===== config.mk =====
export PLATFORM = sky130hd
export DESIGN_NAME = sleep_gpo_addr_config_regs
export DESIGN_NICKNAME = d
export VERILOG_FILES = /design/src/verilog/sleep_gpo_pkg.sv /design/src/verilog/sleep_gpo_addr_config_regs.sv /design/src/verilog/out_pin_driver.sv
export VERILOG_INCLUDE_DIRS = /design/src /design/src/verilog
export SDC_FILE = /design/constraint.sdc
export NUM_CORES = 1
export LEC_CHECK = 0
export ABC_CLOCK_PERIOD_IN_PS = 5460
export BUFFER_PORTS_ARGS = -buffer_cell sky130_fd_sc_hd__buf_4
export CORE_UTILIZATION = 44
export DETAILED_ROUTE_END_ITERATION = 16
export PLACE_DENSITY_LB_ADDON = 0.05
export SLEW_MARGIN = 20
export SYNTH_ARGS = -nofsm -noshare
export SYNTH_HDL_FRONTEND = slang
export SYNTH_HIERARCHICAL = 1
export SYNTH_SLANG_ARGS = --single-unit
export TNS_END_PERCENT = 100

===== constraint.sdc =====
create_clock -name clk_i -period 5.46 [get_ports clk_i]
set_input_delay 1.638 -clock clk_i [delete_from_list [all_inputs] [get_ports clk_i]]
set_output_delay 1.638 -clock clk_i [all_outputs]
set_load 0.05 [all_outputs]

===== src/verilog/sleep_gpo_params.svh =====
// register offsets, field positions and fixed values of the config slice
`ifndef SLEEP_GPO_PARAMS_SVH
`define SLEEP_GPO_PARAMS_SVH
`define SLEEP_SRC_OFFSET   8'h29
`define OUT_CFG_OFFSET     8'h2A
`define TGT_ADDR_OFFSET    8'h2B
`define OUT_SRC_LSB        4
`define OUT_DRIVE_LSB      0
`define OUT_DRIVE_BITS     3
`define ADDR_SEL_BIT       7
`define DEFAULT_TARGET     7'h5E
`define REG_CLEAR          8'h00
`endif


===== src/verilog/sleep_gpo_pkg.sv =====
// types shared by the configuration slice
package sleep_gpo_pkg;
	typedef enum logic [1:0] {
		LOAD_WAIT,
		LOAD_TAKE,
		LOAD_DONE
	} load_state_t;
endpackage : sleep_gpo_pkg


===== src/verilog/sleep_gpo_addr_config_regs.sv =====
// sleep-source, output-mode and bus target address configuration registers
`timescale 1ns/1ps
`include "sleep_gpo_params.svh"

// What this block does
// RULE1: each sleep-source bit picks control input three (0) or six (1).
// RULE2: sample chosen control input; raise rail sleep request while active.
// RULE3: bits 7..4 pick power-good (0) or software value (1) per output.
// RULE4: bits 2..0 pick push-pull (0) or open drain (1), outputs three..one.
// RULE5: address select 0 answers only at fixed target address 0x5E.
// RULE6: address select 1 answers at programmed 7-bit address instead.
// RULE7: software must not program address 0000000 or 0001000.
// RULE8: software must not program address 0111000, used by 0x38 registers.
// RULE9: software must not program addresses 1111000 through 1111111.
// RULE10: sleep source at 29h, output mode at 2Ah, all bits read/write.
// RULE11: all fields load from the one-time-programmable image at power-up.
module sleep_gpo_addr_config_regs
	import sleep_gpo_pkg::*;
#(
	parameter int RAILS   = 8,
	parameter int OUTPUTS = 4
)
(
	// clock and reset
	input  wire logic               clk_i,
	input  wire logic               nrst_i,
	// default image from one-time-programmable memory
	input  wire logic               otp_valid_i,
	input  wire logic [7:0]         otp_sleep_source_i,
	input  wire logic [7:0]         otp_out_config_i,
	input  wire logic [7:0]         otp_target_addr_i,
	// register port from the serial bus engine
	input  wire logic               reg_wr_i,
	input  wire logic               reg_rd_i,
	input  wire logic [7:0]         reg_addr_i,
	input  wire logic [7:0]         reg_wdata_i,
	output logic      [7:0]         reg_rdata_o,
	output logic                    reg_ack_o,
	// address the bus engine must answer at
	output logic      [6:0]         target_address_o,
	// control inputs used as sleep sources
	input  wire logic               control_input_three_i,
	input  wire logic               control_input_six_i,
	// per-rail sleep requests
	output logic      [RAILS-1:0]   sleep_request_o,
	// general-purpose outputs
	input  wire logic [OUTPUTS-1:0] power_good_i,
	input  wire logic [OUTPUTS-1:0] sw_out_value_i,
	output logic      [OUTPUTS-1:0] out_pin_o,
	output logic      [OUTPUTS-1:0] out_pin_oe_o,
	// configuration loaded and live
	output logic                    config_ready_o
);
	load_state_t        load_reg;
	logic [7:0]         sleep_source_select_reg;
	logic [7:0]         output_pin_config_reg;
	logic [7:0]         bus_target_address_config_reg;
	logic [7:0]         rdata_next;
	logic               hit;
	logic               wr_live;
	logic               rd_live;
	logic [OUTPUTS-1:0] use_register;
	logic [OUTPUTS-1:0] drive_type;

	// image load sequence after reset release
	// a missing image keeps the slice idle: no writes, no sleep requests
	always_ff @(posedge clk_i or negedge nrst_i)
	begin
		if (!nrst_i)
			load_reg <= LOAD_WAIT;
		else
		begin
			case (load_reg)
				LOAD_WAIT: if (otp_valid_i) load_reg <= LOAD_TAKE;
				LOAD_TAKE: load_reg <= LOAD_DONE;
				LOAD_DONE: load_reg <= LOAD_DONE;
				default:   load_reg <= LOAD_WAIT;
			endcase
		end
	end

	// writes and acks count only once the image is in; earlier writes are dropped, earlier reads still return read data
	assign wr_live = reg_wr_i && (load_reg == LOAD_DONE);
	assign rd_live = reg_rd_i && (load_reg == LOAD_DONE);

	// sleep-source select: image first, then bus writes
	always_ff @(posedge clk_i or negedge nrst_i)
	begin
		if (!nrst_i)
			sleep_source_select_reg <= `REG_CLEAR;
		else if (load_reg == LOAD_TAKE)
			sleep_source_select_reg <= otp_sleep_source_i; // [RULE11]
		else if (wr_live && reg_addr_i == `SLEEP_SRC_OFFSET)
			sleep_source_select_reg <= reg_wdata_i; // [RULE10]
	end

	// output source and drive type; bit 3 is stored but unused
	always_ff @(posedge clk_i or negedge nrst_i)
	begin
		if (!nrst_i)
			output_pin_config_reg <= `REG_CLEAR;
		else if (load_reg == LOAD_TAKE)
			output_pin_config_reg <= otp_out_config_i; // [RULE11]
		else if (wr_live && reg_addr_i == `OUT_CFG_OFFSET)
			output_pin_config_reg <= reg_wdata_i; // [RULE10]
	end

	// target address setting; the bus engine picks it up a cycle later
	always_ff @(posedge clk_i or negedge nrst_i)
	begin
		if (!nrst_i)
			bus_target_address_config_reg <= `REG_CLEAR;
		else if (load_reg == LOAD_TAKE)
			bus_target_address_config_reg <= otp_target_addr_i; // [RULE11]
		else if (wr_live && reg_addr_i == `TGT_ADDR_OFFSET)
			bus_target_address_config_reg <= reg_wdata_i;
	end

	// read decode; unmapped offsets read zero
	always_comb
	begin
		rdata_next = `REG_CLEAR;
		hit        = 1'b1;
		case (reg_addr_i)
			`SLEEP_SRC_OFFSET:
				rdata_next = sleep_source_select_reg; // [RULE10]
			`OUT_CFG_OFFSET:
				rdata_next = output_pin_config_reg; // [RULE10]
			`TGT_ADDR_OFFSET:
				rdata_next = bus_target_address_config_reg;
			default:
				hit = 1'b0;
		endcase
	end

	// read data stands for one cycle and is zero otherwise
	always_ff @(posedge clk_i or negedge nrst_i)
	begin
		if (!nrst_i)
			reg_rdata_o <= `REG_CLEAR;
		else if (reg_rd_i && hit)
			reg_rdata_o <= rdata_next; // [RULE10]
		else
			reg_rdata_o <= `REG_CLEAR;
	end

	// every taken request is answered exactly one cycle later
	always_ff @(posedge clk_i or negedge nrst_i)
	begin
		if (!nrst_i)
			reg_ack_o <= 1'b0;
		else
			reg_ack_o <= wr_live || rd_live; // [RULE10]
	end

	// answering address; reserved codes are software's to avoid, the
	// hardware does not filter them
	always_ff @(posedge clk_i or negedge nrst_i)
	begin
		if (!nrst_i)
			target_address_o <= `DEFAULT_TARGET;
		else if (bus_target_address_config_reg[`ADDR_SEL_BIT])
			target_address_o <=
				bus_target_address_config_reg[6:0]; // [RULE6]
		else
			target_address_o <= `DEFAULT_TARGET; // [RULE5]
	end

	// ready rises one cycle after the load finishes
	always_ff @(posedge clk_i or negedge nrst_i)
	begin
		if (!nrst_i)
			config_ready_o <= 1'b0;
		else
			config_ready_o <= load_reg == LOAD_DONE;
	end

	// per-rail sleep source mux, held off until image loaded
	generate
		for (genvar r = 0; r < RAILS; r++)
		begin : g_rail
			always_ff @(posedge clk_i or negedge nrst_i)
			begin
				if (!nrst_i)
					sleep_request_o[r] <= 1'b0;
				else
					sleep_request_o[r] <= (load_reg == LOAD_DONE) &&
						(sleep_source_select_reg[r] ? // [RULE1]
						control_input_six_i :
						control_input_three_i); // [RULE2]
			end
		end
	endgenerate

	// per-output source and drive selection
	generate
		for (genvar g = 0; g < OUTPUTS; g++)
		begin : g_out
			assign use_register[g] =
				output_pin_config_reg[`OUT_SRC_LSB + g]; // [RULE3]
			// outputs without a drive-type bit stay push-pull
			if (g < `OUT_DRIVE_BITS)
			begin : g_mode
				assign drive_type[g] =
					output_pin_config_reg[`OUT_DRIVE_LSB + g]; // [RULE4]
			end
			else
			begin : g_fixed
				assign drive_type[g] = 1'b0; // [RULE4]
			end
			out_pin_driver u_drv
			(
				.clk_i          (clk_i),
				.nrst_i         (nrst_i),
				.use_register_i (use_register[g]), // [RULE3]
				.open_drain_i   (drive_type[g]), // [RULE4]
				.power_good_i   (power_good_i[g]),
				.sw_value_i     (sw_out_value_i[g]),
				.pin_o          (out_pin_o[g]),
				.pin_oe_o       (out_pin_oe_o[g])
			);
		end
	endgenerate
endmodule : sleep_gpo_addr_config_regs


===== src/verilog/out_pin_driver.sv =====
// one general-purpose output: source mux and push-pull/open-drain drive
`timescale 1ns/1ps
module out_pin_driver
(
	// clock and reset
	input  wire logic clk_i,
	input  wire logic nrst_i,
	// configuration
	input  wire logic use_register_i,
	input  wire logic open_drain_i,
	// sources
	input  wire logic power_good_i,
	input  wire logic sw_value_i,
	// pin
	output logic      pin_o,
	output logic      pin_oe_o
);
	logic level;

	assign level = use_register_i ? sw_value_i : power_good_i;

	always_ff @(posedge clk_i or negedge nrst_i)
	begin
		if (!nrst_i)
		begin
			pin_o    <= 1'b0;
			pin_oe_o <= 1'b0;
		end
		else
		begin
			// open drain only pulls low, floats for a high level
			pin_o    <= open_drain_i ? 1'b0 : level;
			pin_oe_o <= open_drain_i ? ~level : 1'b1;
		end
	end
endmodule : out_pin_driver


==> flow_summary_export.csv <==
group,metric,value,unit
outcome,status,"completed",
floorplanning,die_x,82.8,um
floorplanning,die_h,82.8,um
sta,whs,493,ps
worst_setup_path,cp-end-kind,"flip-flop",
routing,via_count,2170,
power_and_ir_drop,p_clk_share,20.5,%
hold_path,hold_path_end,"target_address_o[6]",
power_and_ir_drop,p_switching,0.000805,W
worst_setup_path,cp_data_required_time,5730,ps
power_and_ir_drop,seqPwrFrac,35.3,%
power_and_ir_drop,power_density,555,nW/um^2
cts,post_cts_resize_count,0,
floorplanning,pin_count,88,
floorplanning,core,6310,um^2
worst_setup_path,r2r_start,"load_reg[0]",
cts,clk_path_buf_depth,2,
sta,timing.final.ws_setup,2410,ps
synthesis,syn_area_per_cell,11.8,um^2
hold_path,whs_path_depth,2,
synthesis,yosys_most_used_dff,"dfrtp_1",
routing,drt-initial-drc-count,122,
worst_setup_path,critPathMaxFanout,27,
sta,slew_viol_final,0,
cts,cts.sinks,59,
place,hpwlAfterDp,4.63,mm
place,globalplace.congestion,0.767,
power_and_ir_drop,peakVddDrop,0.314,mV
grt,grt_max_degree,60,
grt,grt_overflow,0,
sta,setup_violations,0,
worst_setup_path,r2r_end,"sleep_source_select_reg[0]",
sta,relSlewSlack,37.6,%
synthesis,synth_cell_types,30,
sta,report.final.hold_viol_count,0,
worst_setup_path,cpLargestDelayFamily,"simple AND/OR/NAND/NOR gates",
synthesis,netlist_area,2870,um^2
worst_setup_path,slowest_delay,890,ps
place,preCtsSetupSlack,1990,ps
floorplanning,num_rows,29,
routing,vias_per_cell,5.40,
place,io_buffer_count,87,
worst_setup_path,ff2ff_setup_slack,2970,ps
power_and_ir_drop,intPower,0.00125,W
power_and_ir_drop,power.leakage,1.78,nW
grt,grt_pass1_vias,2139,
grt,antenna_found_initial,0,
cts,htree_num_levels,3,
grt,grt_pass1_wl,11.0,mm
routing,wl_per_cell,16.6,um
floorplanning,initial_core_util,45.5,%
sta,min_period_over_period,55.8,%
sta,skew,4.94,ps
cts,cts.clk_slew.worst_paths,60,ps
hold_path,worstHoldStart,"bus_target_address_config_reg[6]",
routing,drc,0,
cts,clk_latency,330,ps
synthesis,post_synth_inst_count,244,
sta,rsz0062_at_grt,"no",
synthesis,synth-seq-cells,59,
synthesis,synth_edf_count,0,
routing,routed_wl,6.68,mm
sta,fmax,328,MHz
synthesis,ys.warnings.count,6,
worst_setup_path,slowest_stage,"and4bb_1",
run,drv_cap,0,
layout,final_cell_mix,"buf_4, dfrtp_1, inv_1",
cts,cts_tree,"built",
layout,n_antenna_cell,0,
layout,fin_nets,380,
layout,drive_gt1_share,39.4,%
sta,tns,0,ps
hold_path,hold_class,"flip-flop to flip-flop",
synthesis,ys_seq_area_share,51.6,%
cts,cts_made_buffers,9,
power_and_ir_drop,p_sw_share,39.3,%
layout,area_growth,28.6,%
synthesis,async_flop_share,100,%
cts,post_cts_buffers,0,
floorplanning,fp.dieArea,6860,um^2
grt,grt_usage,20.9,%
sta,worstMarginPinSlew,936,ps
power_and_ir_drop,p_comb_share,44.3,%
routing,dr.pass1.iters,5,
worst_setup_path,path_cells,"buf_4, and4bb_1, and3_1, a221o_1",
layout,final_common_cell,"buf_4",
cts,cts-root-buf,"clkbuf_8",
worst_setup_path,arrival,3310,ps
cts,cts_hold_buf,0,
sta,finalCriticalPeriod,3050,ps
worst_setup_path,reg2reg_depth,5,
routing,ant_nets,0,
worst_setup_path,cp_num_buf_inv,1,
worst_setup_path,path_class,"input pin to flip-flop",
worst_setup_path,worstSetupStartpointType,"input pin",
layout,final_util,58.6,%
-- cell type report --
class / count / area [um^2]
repair buffers: 88 / 661
fillers: 558 / 2620
well taps: 77 / 96.3
multi-input cells: 137 / 1150
flip-flops and latches: 59 / 1480
clock inverters: 1 / 30.0
clock buffers: 14 / 183
inverters: 26 / 97.6
-- stage by stage --
| stage | instances | instance area [um^2] | power [W] |
|---|---|---|---|
| after floorplan | 245 | 2880 | 0.00139 |
| after global placement | 387 | 3480 | 0.00163 |
| after detailed placement | 387 | 3480 | 0.00164 |
| after CTS | 402 | 3690 | 0.00207 |
| after global routing | 402 | 3700 | 0.00218 |
| final | 402 | 3700 | 0.00205 |
-- metal layers --
| layer | part of all wire (%) | up-vias | global-route usage (%) | wire length, um |
|---|---|---|---|---|
| met3 | 4.5 | 7 | 4.67 | 304 |
| met2 | 50 | 67 | 32.3 | 3330 |
| li1 | - | 1036 | - | - |
| met1 | 44 | 1060 | 28.4 | 2960 |
| met4 | 1.4 | 0 | 8.93 | 93 |
| met5 | 0 | - | 0 | 0 |
-- cell usage after synthesis (2+ instances only) --
cell	number	area share [%]
dfrtp_1	54	47
inv_1	26	3.4
a221o_1	24	8.4
a311oi_1	24	7.3
nor2b_1	17	3.7
nand2_1	11	1.4
nor2_1	11	1.4
a22oi_1	8	2.1
clkbuf_1	8	1.0
mux2_2	8	3.1
mux2i_1	8	2.8
buf_6	6	2.4
dfstp_2	5	4.6
buf_2	4	0.70
buf_4	4	1.0
ha_1	4	1.7
mux2_4	4	2.1
nor2b_4	4	1.9
and3_4	2	0.78
o21ai_0	2	0.35
-- power groups by stage --
stage / registers, W / logic, W / clock network [W]
after floorplan: 0.000965 / 0.000428 / 0
after global routing: 0.000748 / 0.000987 / 0.000449
after global placement: 0.000730 / 0.000903 / 0
after CTS: 0.000725 / 0.000912 / 0.000431
final: 0.000724 / 0.000908 / 0.000420
after detailed placement: 0.000732 / 0.000912 / 0
-- worst max-delay path by stage --
stage / startpoint / end / slack (ps) / depth (start not counted)
finish: reg_addr_i[6] / sleep_source_select_reg[0] / 2410 / 4
global route: reg_addr_i[6] / sleep_source_select_reg[5] / 2350 / 4
CTS: reg_addr_i[1] / output_pin_config_reg[2] / 2340 / 4
detailed placement: reg_addr_i[1] / output_pin_config_reg[0] / 1990 / 4
global placement: reg_addr_i[1] / output_pin_config_reg[4] / 2030 / 4
floorplan: reg_addr_i[0] / bus_target_address_config_reg[2] / 2720 / 6
-- worst reg2reg max path, stage by stage, from the launching register on --
cell	delay (ps)
dfrtp_1	380
inv_1	120
ha_1	370
and4bb_1	880
and3_1	470
a221o_1	210
-- logic make-up after synthesis --
group	share of synthesized area, %
buf+inv	8.71
fa+ha+maj	1.74
other cells	0.130
simple gates	11.1
flops	51.6
compound gates	18.7
mux	8.01
(Power assumes the default switching activity.)
